--- src/common/fdr_pkg.sv ---
// Package with register map, field layout, reset values and carrier types of the flash driver register bank.
// Summary of operation
// - Auxiliary bit 7 enables dynamic overvoltage protection; resets off.
// - Auxiliary bit 6 forces the slower 1.5 MHz switching rate; resets off.
// - Auxiliary bit 5 picks strobe polarity, 0 low, 1 high; resets high.
// - Auxiliary bits 4:3 pick indicator current 2.75 to 11 mA; reset 00.
// - Auxiliary bits 2:1 pick input current limit; 11 reserved; reset 10.
// - Auxiliary bit 0 enables the input current limit; resets off.
// - Readback bit 6 shows supply below threshold, only when threshold enabled.
// - Readback bits 5:2 present the four bit conversion result.
// - Readback bits 1:0 select converter channel; resets disabled.
// - Battery bit 7 clear means shutdown at peak limit; set means soft limiting.
// - Battery bits 6:3 read only current code, default 1010, 1111 reserved.
// - Battery bits 2:0 set threshold, 000 disabled, 3.3 to 3.6 V.
package fdr_pkg;

   // Register offsets.
   localparam logic [7:0] ADDR_AUX     = 8'h07;
   localparam logic [7:0] ADDR_READBK  = 8'h08;
   localparam logic [7:0] ADDR_BATT    = 8'h09;

   // Reset values of the three registers.
   localparam logic [7:0] RST_AUX      = 8'h24;
   localparam logic [7:0] RST_READBK   = 8'h00;
   localparam logic [7:0] RST_BATT     = 8'hd0;

   // Field positions in the auxiliary mode register.
   localparam int AUX_OVP_BIT    = 7;
   localparam int AUX_SLOW_BIT   = 6;
   localparam int AUX_POL_BIT    = 5;
   localparam int AUX_ILED_LSB   = 3;
   localparam int AUX_LIM_LSB    = 1;
   localparam int AUX_LIM_EN_BIT = 0;

   // Field positions in the readback control register.
   localparam int RB_TEST_BIT    = 7;
   localparam int RB_FLAG_BIT    = 6;
   localparam int RB_RESULT_LSB  = 2;
   localparam int RB_SEL_LSB     = 0;

   // Field positions in the low battery register.
   localparam int LB_SOFT_BIT    = 7;
   localparam int LB_CUR_LSB     = 3;
   localparam int LB_THR_LSB     = 0;

   // Fixed codes.
   localparam logic [1:0] LIM_RESERVED    = 2'h3;
   localparam logic [3:0] LB_CURRENT_CODE = 4'ha;
   localparam logic [2:0] THR_DISABLED    = 3'h0;

   // Register access request as delivered by the serial interface engine.
   typedef struct packed {
      logic       wr;
      logic       rd;
      logic [7:0] addr;
      logic [7:0] wdata;
   } fdr_req_t;

   // Converter result delivered by the measurement logic.
   typedef struct packed {
      logic       valid;
      logic [3:0] data;
   } fdr_conv_t;

   // Decoded configuration toward the analog sections.
   typedef struct packed {
      logic       dynamic_overvoltage_enable;
      logic       force_slow_switching;
      logic       strobe_polarity;
      logic [1:0] indicator_current_select;
      logic [1:0] input_current_limit_select;
      logic       input_current_limit_enable;
      logic       test_mode;
      logic [1:0] adc_channel;
      logic       soft_peak_limit_enable;
      logic [2:0] low_battery_threshold;
      logic [3:0] low_battery_current;
      logic       low_battery_flag;
      logic       low_battery_limit_active;
   } fdr_cfg_t;

   // Channel selection codes.
   typedef enum logic [1:0] {
      FDR_ADC_OFF,
      FDR_ADC_FORWARD,
      FDR_ADC_DIE_TEMP,
      FDR_ADC_EXTERNAL
   } fdr_adc_sel_t;

endpackage

--- src/rtl/fdr_sync.sv ---
// Three stage synchroniser with agreement filter for pin inputs.
`timescale 1ns/1ps
module fdr_sync #(
   parameter int WIDTH = 2
) (
   input  wire logic             clk_sys,
   input  wire logic             rst_n,
   input  wire logic [WIDTH-1:0] din,
   output logic      [WIDTH-1:0] dout
);

   typedef struct packed {
      logic [WIDTH-1:0] s1;
      logic [WIDTH-1:0] s2;
      logic [WIDTH-1:0] s3;
      logic [WIDTH-1:0] q;
   } fdr_sync_state_t;

   fdr_sync_state_t st;
   fdr_sync_state_t next_st;

   // Shift the pins in; the output follows only where stages two and three agree.
   always_comb
   begin
      next_st    = st;
      next_st.s1 = din;
      next_st.s2 = st.s1;
      next_st.s3 = st.s2;
      for (int i = 0; i < WIDTH; i++)
      begin
         if (st.s2[i] == st.s3[i])
         begin
            next_st.q[i] = st.s3[i];
         end
      end
   end

   // Register the state.
   always_ff @(posedge clk_sys)
   begin
      if (!rst_n)
      begin
         st <= '0;
      end
      else
      begin
         st <= next_st;
      end
   end

   assign dout = st.q;

endmodule

--- src/rtl/fdr_regs.sv ---
// Register bank for auxiliary mode, converter readback and low battery control.
`timescale 1ns/1ps
module fdr_regs (
   input  wire logic             clk_sys,
   input  wire logic             rst_n,
   input  wire fdr_pkg::fdr_req_t  reg_req,
   output logic      [7:0]       reg_rdata,
   input  wire logic             battery_below_pin,
   input  wire logic             strobe_pin,
   input  wire fdr_pkg::fdr_conv_t conv,
   output logic                  strobe_active,
   output fdr_pkg::fdr_cfg_t     cfg
);

   // ----------------------------------------------------------------
   // State of the bank: stored fields plus the read data register.
   // ----------------------------------------------------------------
   typedef struct packed {
      logic [7:0] aux;
      logic       test_mode;
      logic [3:0] result;
      logic [1:0] adc_sel;
      logic       soft_limit;
      logic [2:0] threshold;
      logic       flag;
      logic       strobe;
      logic [7:0] rdata;
   } fdr_regs_state_t;

   fdr_regs_state_t st;
   fdr_regs_state_t next_st;
   logic [1:0]      pins_q;
   logic            below_q;
   logic            strobe_q;

   // Decode one register offset for a read or a write.
   function automatic logic hits(input logic [7:0] addr, input logic [7:0] target);
      hits = (addr == target);
   endfunction

   // ----------------------------------------------------------------
   // Bring the comparator and strobe pins into the clock domain.
   // ----------------------------------------------------------------
   fdr_sync #(
      .WIDTH (2)
   ) u_sync (
      .clk_sys (clk_sys),
      .rst_n   (rst_n),
      .din     ({battery_below_pin, strobe_pin}),
      .dout    (pins_q)
   );

   assign below_q  = pins_q[1];
   assign strobe_q = pins_q[0];

   // ----------------------------------------------------------------
   // Next state: host writes, converter updates, flag and readback.
   // ----------------------------------------------------------------
   always_comb
   begin
      next_st = st;
      if (reg_req.wr && hits(reg_req.addr, fdr_pkg::ADDR_AUX))
      begin
         next_st.aux = reg_req.wdata;
         if (reg_req.wdata[fdr_pkg::AUX_LIM_LSB +: 2] == fdr_pkg::LIM_RESERVED)
         begin
            next_st.aux[fdr_pkg::AUX_LIM_LSB +: 2] = st.aux[fdr_pkg::AUX_LIM_LSB +: 2];
         end
      end
      if (reg_req.wr && hits(reg_req.addr, fdr_pkg::ADDR_READBK))
      begin
         next_st.test_mode = reg_req.wdata[fdr_pkg::RB_TEST_BIT];
         next_st.result    = reg_req.wdata[fdr_pkg::RB_RESULT_LSB +: 4];
         next_st.adc_sel   = reg_req.wdata[fdr_pkg::RB_SEL_LSB +: 2];
      end
      if (conv.valid)
      begin
         next_st.result = conv.data;
      end
      if (reg_req.wr && hits(reg_req.addr, fdr_pkg::ADDR_BATT))
      begin
         next_st.soft_limit = reg_req.wdata[fdr_pkg::LB_SOFT_BIT];
         next_st.threshold  = reg_req.wdata[fdr_pkg::LB_THR_LSB +: 3];
      end
      next_st.flag = below_q && (st.threshold != fdr_pkg::THR_DISABLED);
      next_st.strobe = (strobe_q == st.aux[fdr_pkg::AUX_POL_BIT]);
      if (reg_req.rd)
      begin
         case (reg_req.addr)
            fdr_pkg::ADDR_AUX:
            begin
               next_st.rdata = st.aux;
            end
            fdr_pkg::ADDR_READBK:
            begin
               next_st.rdata = {st.test_mode, st.flag, st.result, st.adc_sel};
            end
            fdr_pkg::ADDR_BATT:
            begin
               next_st.rdata = {st.soft_limit, fdr_pkg::LB_CURRENT_CODE, st.threshold};
            end
            default:
            begin
               next_st.rdata = 8'h00;
            end
         endcase
      end
   end

   // ----------------------------------------------------------------
   // Register the state; reset loads the default register values.
   // ----------------------------------------------------------------
   always_ff @(posedge clk_sys)
   begin
      if (!rst_n)
      begin
         st            <= '0;
         st.aux        <= fdr_pkg::RST_AUX;
         st.test_mode  <= fdr_pkg::RST_READBK[fdr_pkg::RB_TEST_BIT];
         st.soft_limit <= fdr_pkg::RST_BATT[fdr_pkg::LB_SOFT_BIT];
         st.threshold  <= fdr_pkg::RST_BATT[fdr_pkg::LB_THR_LSB +: 3];
      end
      else
      begin
         st <= next_st;
      end
   end

   // ----------------------------------------------------------------
   // Drive the decoded fields out of the register bank.
   // ----------------------------------------------------------------
   always_comb
   begin
      cfg.dynamic_overvoltage_enable = st.aux[fdr_pkg::AUX_OVP_BIT];
      cfg.force_slow_switching       = st.aux[fdr_pkg::AUX_SLOW_BIT];
      cfg.strobe_polarity            = st.aux[fdr_pkg::AUX_POL_BIT];
      cfg.indicator_current_select   = st.aux[fdr_pkg::AUX_ILED_LSB +: 2];
      cfg.input_current_limit_select = st.aux[fdr_pkg::AUX_LIM_LSB +: 2];
      cfg.input_current_limit_enable = st.aux[fdr_pkg::AUX_LIM_EN_BIT];
      cfg.test_mode                  = st.test_mode;
      cfg.adc_channel                = st.adc_sel;
      cfg.soft_peak_limit_enable     = st.soft_limit;
      cfg.low_battery_threshold      = st.threshold;
      cfg.low_battery_current        = fdr_pkg::LB_CURRENT_CODE;
      cfg.low_battery_flag           = st.flag;
      cfg.low_battery_limit_active   = st.flag && (st.threshold != fdr_pkg::THR_DISABLED);
   end

   assign reg_rdata     = st.rdata;
   assign strobe_active = st.strobe;
endmodule

--- config.mk ---
export PLATFORM = sky130hd
export DESIGN_NAME = fdr_regs
export DESIGN_NICKNAME = d
export VERILOG_FILES = /design/src/common/fdr_pkg.sv /design/src/rtl/fdr_sync.sv /design/src/rtl/fdr_regs.sv
export SDC_FILE = /design/constraint.sdc
export NUM_CORES = 1
export LEC_CHECK = 0
export ABC_AREA = 1
export BUFFER_PORTS_ARGS = -buffer_cell sky130_fd_sc_hd__buf_2
export CAP_MARGIN = 20
export CORE_MARGIN = 8
export CORE_UTILIZATION = 53
export CTS_BUF_LIST = sky130_fd_sc_hd__clkbuf_8
export DETAILED_ROUTE_END_ITERATION = 8
export GPL_ROUTABILITY_DRIVEN = 0
export PLACE_DENSITY_LB_ADDON = 0.2
export SLEW_MARGIN = 25
export SYNTH_ARGS = -nofsm -noshare
export SYNTH_HDL_FRONTEND = slang
export SYNTH_SLANG_ARGS = --single-unit
--- constraint.sdc ---
create_clock -name clk_sys -period 1.15 [get_ports clk_sys]
set_clock_uncertainty 0.05 [all_clocks]
set_input_delay 0.115 -clock clk_sys [delete_from_list [all_inputs] [get_ports clk_sys]]
set_output_delay 0.115 -clock clk_sys [all_outputs]
set_load 0.005 [all_outputs]
==> results of run 1 <==
Yosys cell counts, drive strengths merged:
library cell	n	share of area, %
buf	33	13
dfxtp	37	39
nor3	1	0.27
nor2	23	7.3
a21oi	19	5.7
conb	2	0.40
o21ai	14	3.9
clkbuf	1	0.20
nand3	30	9.6
a21o	1	0.40
nand4	1	0.33
o21a	2	0.80
nand2	56	12
inv	29	5.8
o211ai	1	0.40
power by group through the flow:
stage | combinational, uW | clock [uW] | sequential (uW)
detailed placement | 203 | 0 | 1340
floorplan | 130 | 0 | 1340
global route | 238 | 1110 | 1310
CTS | 209 | 1050 | 1310
global placement | 201 | 0 | 1340
finish | 209 | 1020 | 1310
final cells by class:
type | count | area [um^2]
Clock buffer | 7 | 96.3
Clock inverter | 1 | 8.76
Fill cell | 332 | 1180
Inverter | 29 | 109
Multi-Input combinational cell | 152 | 792
Sequential cell | 37 | 746
Tap cell | 46 | 57.6
Timing Repair Buffer | 66 | 370
metrics by stage:
step | cells | setup slack, ps
after floorplan | 252 | 145
after global placement | 328 | -40.8
after detailed placement | 328 | -66.5
after CTS | 338 | -56.1
after global routing | 338 | -106
final | 338 | -30.7
registers in the layout, summed over array words and instances (netlist names):
register / flops
st: 4
u_sync.st: 2
u_sync.dout: 2
cfg: 16
reg_rdata: 8
u_sync.next_st: 4
strobe_active: 1
worst min-delay path by stage:
stage                from           endpoint  depth (start not counted)
6_report       reg_req[6]            cfg[19]                          3
2_1_floorplan  strobe_pin  u_sync.next_st[4]                          2
4_1_cts        reg_req[6]            cfg[19]                          3
5_1_grt        reg_req[6]            cfg[19]                          3
3_3_place_gp   strobe_pin  u_sync.next_st[4]                          3
3_5_place_dp   strobe_pin  u_sync.next_st[4]                          3
metal layers:
| metal | vias up | share of wire (%) | routed length (um) | global-route usage [%] |
|---|---|---|---|---|
| met5 | - | 0 | 0 | 0 |
| met4 | 0 | 1.5 | 59 | 6.18 |
| met3 | 6 | 7.3 | 294 | 4.87 |
| met2 | 39 | 45 | 1810 | 25.1 |
| met1 | 681 | 46 | 1880 | 18.8 |
| li1 | 844 | - | - | - |
cell families (layout without fill, tap and decap cells):
family	Yosys count	in the layout
other cells	2	4
buf+inv	63	103
compound gates	37	37
simple gates	111	111
flops	37	37
repair_timing:
item | in CTS | in global routing
pin swaps | 1 | 0
resized for setup | 4 | 1
endpoints found under the hold margin | 2 | 0
buffers inserted | 1 | 0
endpoints found under the setup margin | 1 | 2
hold buffers | 2 | 0
worst reg2reg max path, delay by kind of cell (launching register included):
| family | cells | cell delay (ps) |
|---|---|---|
| buf+inv | 1 | 130 |
| compound gates | 1 | 100 |
| flops | 1 | 360 |
| simple gates | 3 | 220 |
==> metrics.yaml, run 1 <==
fin_crit_sh_pct: 103
path_max_fanout: 2
min_path_type: "in2reg"
yosys_warnings: 0
grt_pass1_vias: 1502
fmax_mhz: 847
worst_ir_drop_vdd_v: 0.000704
cp_num_buf_inv: 1
die_y_um: 75.5
drc: 0
slew_violations: 0
rsz0062_at_grt: "yes"
drive_gt1_share_pct: 32.9
synth_area_per_cell_um2: 7.50
cts-root-buf: "clkbuf_8"
final_util_pct: 64.8
drt_first_iter_violations: 82
crit_start: "cfg[7]"
dp_hpwl_mm: 3.13
nets: 318
switching_share_pct: 23.8
post_synth_fa_ha_maj_area_fraction_pct: 0
violations: "negative setup slack"
hold_viol_final: 0
cp.depth: 3
setup_slack_ps: -30.7
crit_required_ps: 990
numCtsBuffers: 5
synthToLayoutAreaGrowth_pct: 16.2
p_total_uw: 2540
vias: 1570
io_pins: 57
mostFrequentLayoutCell: "buf_2"
reg2reg_depth: 5
cp_cell_sequence: "nor3_4, nor2_1, buf_2"
postRouteAntennaNets: 0
setup.worst_path.class: "reg2out"
cap_viol_max_count: 0
drtPass1Iterations: 4
totalWireLength_mm: 4.05
synth_compound_area_share_pct: 11.2
clkTransAtPathRegs_ps: 70
grt_usage_pct: 15.6
grt_overflow: 0
rows: 21
p_int_uw: 1940
diodes: 0
grt_max_degree: 21
htree_levels: 2
r2r-end: "reg_rdata[0]"
r2r_start: "cfg[6]"
critPathCaptureType: "output port"
numClockSinks: 37
clock_power_share_pct: 40.2
cpMaxStageDelayCell: "dfxtp_4"
cts_tree: "yes"
finalCriticalPeriod_ps: 1180
arrival_ps: 1020
synthXorXnorAreaFrac_pct: 0
initial_core_util_pct: 55.8
tns_ps: -30.7
ys_ff_latch: 37
share_comb_of_total_power_pct: 8.2
p_seq_share_pct: 51.5
timing.hold.ws_ps: 20.0
total_leakage_power_uw: 0.00111
avgRoutedWirePerCell_um: 12.0
rrSetupSlack_ps: 230
via_per_inst: 4.64
status: "finished with violations"
grt_pass1_wl_mm: 6.82
setup_viol: 1
synthDistinctLibCells: 30
die_x_um: 75.5
die_area_um2: 5700
yosys.area_share.simple_pct: 29.6
place_area_um2: 2040
final_cell_mix: "52 x buf_2, 51 x nand2_1, 35 x dfxtp_1"
clock_latency_ps: 300
slowest_delay_ps: 360
antenna_found_initial: 0
portBuffers: 52
cp_top_family: "flip-flops"
power.density_nw_per_um2: 1170
synth_cells: 250
cts.path.max_buffers: 2
core_area_um2: 3360
critPathLaunchType: "register"
syn_area_um2: 1880
synth_top_family_by_area: "simple AND/OR/NAND/NOR gates"
design_area_um2: 2180
netSwitchingPower_uw: 605
critPathCapture: "cfg[0]"
synth_mux_area_share_pct: 0
yosysSeqAreaShare_pct: 39.5
No activity file was read; power rests on OpenSTA's default activity.
==> inputs of run 2 (changes only) <==
--- a/config.mk
+++ b/config.mk
@@ -8,7 +8,6 @@
 export ABC_AREA = 1
 export BUFFER_PORTS_ARGS = -buffer_cell sky130_fd_sc_hd__buf_2
 export CAP_MARGIN = 20
-export CORE_MARGIN = 8
 export CORE_UTILIZATION = 53
 export CTS_BUF_LIST = sky130_fd_sc_hd__clkbuf_8
 export DETAILED_ROUTE_END_ITERATION = 8
==> metrics.yaml, run 2 (synthesis gave the netlist of run 1 again) <==
grt_overflow: 0  # unchanged
final_util_pct: 64.5  # -0.30 points
grt_usage_pct: 20.2  # +4.6 points
slowest_delay_ps: 330  # -30 ps
reg2reg_depth: 5  # unchanged
arrival_ps: 1020  # about the same
p_int_uw: 1860  # -3.8%
portBuffers: 52  # unchanged
cap_viol_max_count: 0  # unchanged
min_path_type: "in2reg"
rows: 21  # unchanged
path_max_fanout: 2  # unchanged
largest_reg_flops: 16  # unchanged
cp_cell_sequence: "nor3_4, nor2_1, buf_2"
final_cell_mix: "52 x buf_2, 51 x nand2_1, 35 x dfxtp_1"
fmax_mhz: 843  # -0.51%
clock_power_share_pct: 37.5  # -2.7 points
postRouteAntennaNets: 0  # unchanged
cp_num_buf_inv: 1  # unchanged
mostFrequentLayoutCell: "buf_2"
numClockSinks: 37  # unchanged
total_leakage_power_uw: 0.00110  # -0.69%
htree_levels: 2  # unchanged
hold_start: "reg_req[6]"
diodes: 0  # unchanged
drc: 0  # unchanged
slew_violations: 0  # unchanged
drtPass1Iterations: 4  # unchanged
r2r-end: "reg_rdata[1]"
antenna_found_initial: 0  # unchanged
setup_viol: 1  # unchanged
cp_top_family: "flip-flops"
clkTransAtPathRegs_ps: 70  # about the same
status: "finished with violations"
share_comb_of_total_power_pct: 8.7  # +0.5 points
r2r_start: "cfg[7]"
fin_crit_sh_pct: 103  # +0.53 points
rrSetupSlack_ps: 210  # -20 ps
critPathCaptureType: "output port"
dp_hpwl_mm: 2.76  # -12%
p_seq_share_pct: 53.8  # +2.3 points
hold_path_depth: 3  # unchanged
drive_gt1_share_pct: 32.9  # unchanged
switching_share_pct: 23.7  # -0.15 points
numCtsBuffers: 5  # unchanged
grt_max_degree: 14  # -33%
io_pins: 57  # unchanged
cts_tree: "yes"
synthToLayoutAreaGrowth_pct: 15.7
cts-root-buf: "clkbuf_8"
min_to: "cfg[19]"
die_y_um: 61.5  # -19%
netSwitchingPower_uw: 577  # -4.6%
cts_setup_buffers: 0  # -1
initial_core_util_pct: 55.8  # unchanged
design_area_um2: 2170  # -0.46%
setup.worst_path.class: "reg2out"
rsz0062_at_grt: "yes"
power.density_nw_per_um2: 1120  # -3.6%
avgRoutedWirePerCell_um: 10.4  # -13%
totalWireLength_mm: 3.51  # -13%
cpMaxStageDelayCell: "dfxtp_2"
drt_first_iter_violations: 60  # -27%
grt_pass1_wl_mm: 5.51  # -19%
setup_slack_ps: -36.7  # -6.07 ps
vias: 1575  # +0.32%
via_per_inst: 4.66  # +0.32%
worst_ir_drop_vdd_v: 0.000896  # +27%
finalCriticalPeriod_ps: 1190  # +6.07 ps
cts.path.max_buffers: 2  # unchanged
hold_viol_final: 0  # unchanged
die_x_um: 61.5  # -19%
crit_required_ps: 990  # about the same
place_area_um2: 2050  # +0.37%
grt_pass1_vias: 1255  # -16%
critPathLaunchType: "register"
violations: "negative setup slack"
die_area_um2: 3780  # -34%
clock_latency_ps: 280  # -20 ps
core_area_um2: 3360  # unchanged
nets: 319  # +0.31%
[run 2: cell types whose count changed in the layout (fill, tap and decap cells not counted), sizes merged]
cell / delta
inv: -1
buf: +1
clkinvlp: +1
clkbuf: -1
[run 2: worst reg2reg max path, delay by kind of cell (launching register included)]
| family | cells | cell delay (ps) |
|---|---|---|
| AO/OA/AOI/OAI | 1 | 110 |
| flip-flops | 1 | 350 |
| AND/OR/NAND/NOR | 3 | 250 |
| buffers and inverters | 1 | 120 |
[run 2: cell type report]
cell class	instances	area (um^2)
clock buffer	6	82.6
fill	332	1190
clock inverter	1	7.51
tap	46	57.6
timing repair buffer	67	378
inverter	29	109
multi-input combinational	152	792
sequential	37	743
[run 2: how the worst max path moves through the flow]
| stage | startpoint | endpoint | slack (ps) | cells after the start |
|---|---|---|---|---|
| floorplan | reg_req[12] | cfg[14] | 150 | 7 |
| global placement | reg_req[12] | cfg[8] | -60 | 7 |
| detailed placement | reg_req[12] | cfg[6] | -90 | 7 |
| CTS | cfg[7] | cfg[0] | -50 | 3 |
| global route | cfg[6] | cfg[0] | -90 | 3 |
| finish | cfg[6] | cfg[0] | -40 | 3 |
[run 2: power by group through the flow]
stage               Clock, uW  Sequential [uW]  Combinational (uW)
floorplan                   0             1340                 130
global placement            0             1340                 205
detailed placement          0             1340                 208
CTS                       934             1310                 215
global route              993             1310                 240
finish                    915             1310                 212
[run 2: timing repair]
| action | in CTS | in global routing |
|---|---|---|
| pin swaps | 1 | 1 |
| setup endpoints to repair | 1 | 1 |
| hold buffers | 2 | 0 |
| resized for setup | 3 | 1 |
| endpoints found under the hold margin | 2 | 0 |
[run 2: per-layer routing]
metal / track usage [%] / wire length (um) / part of all wire, %
met1: 26.4 / 1730 / 49
met2: 31.2 / 1570 / 45
met3: 4.62 / 139 / 4.0
met4: 10.2 / 64 / 1.8
met5: 0 / 0 / 0
[run 2: stage by stage]
| step | std cells | hold WS, ps | worst slack (ps) | power (uW) | TNS, ps |
|---|---|---|---|---|---|
| final | 338 | 20.0 | -36.7 | 2440 | -36.7 |
| after global routing | 338 | 18.1 | -89.4 | 2550 | -89.4 |
| after CTS | 338 | 16.3 | -49.8 | 2460 | -49.8 |
| after detailed placement | 329 | 251 | -85.5 | 1550 | -838 |
| after global placement | 329 | 246 | -60.7 | 1550 | -464 |
| after floorplan | 252 | 163 | 145 | 1470 | 0 |
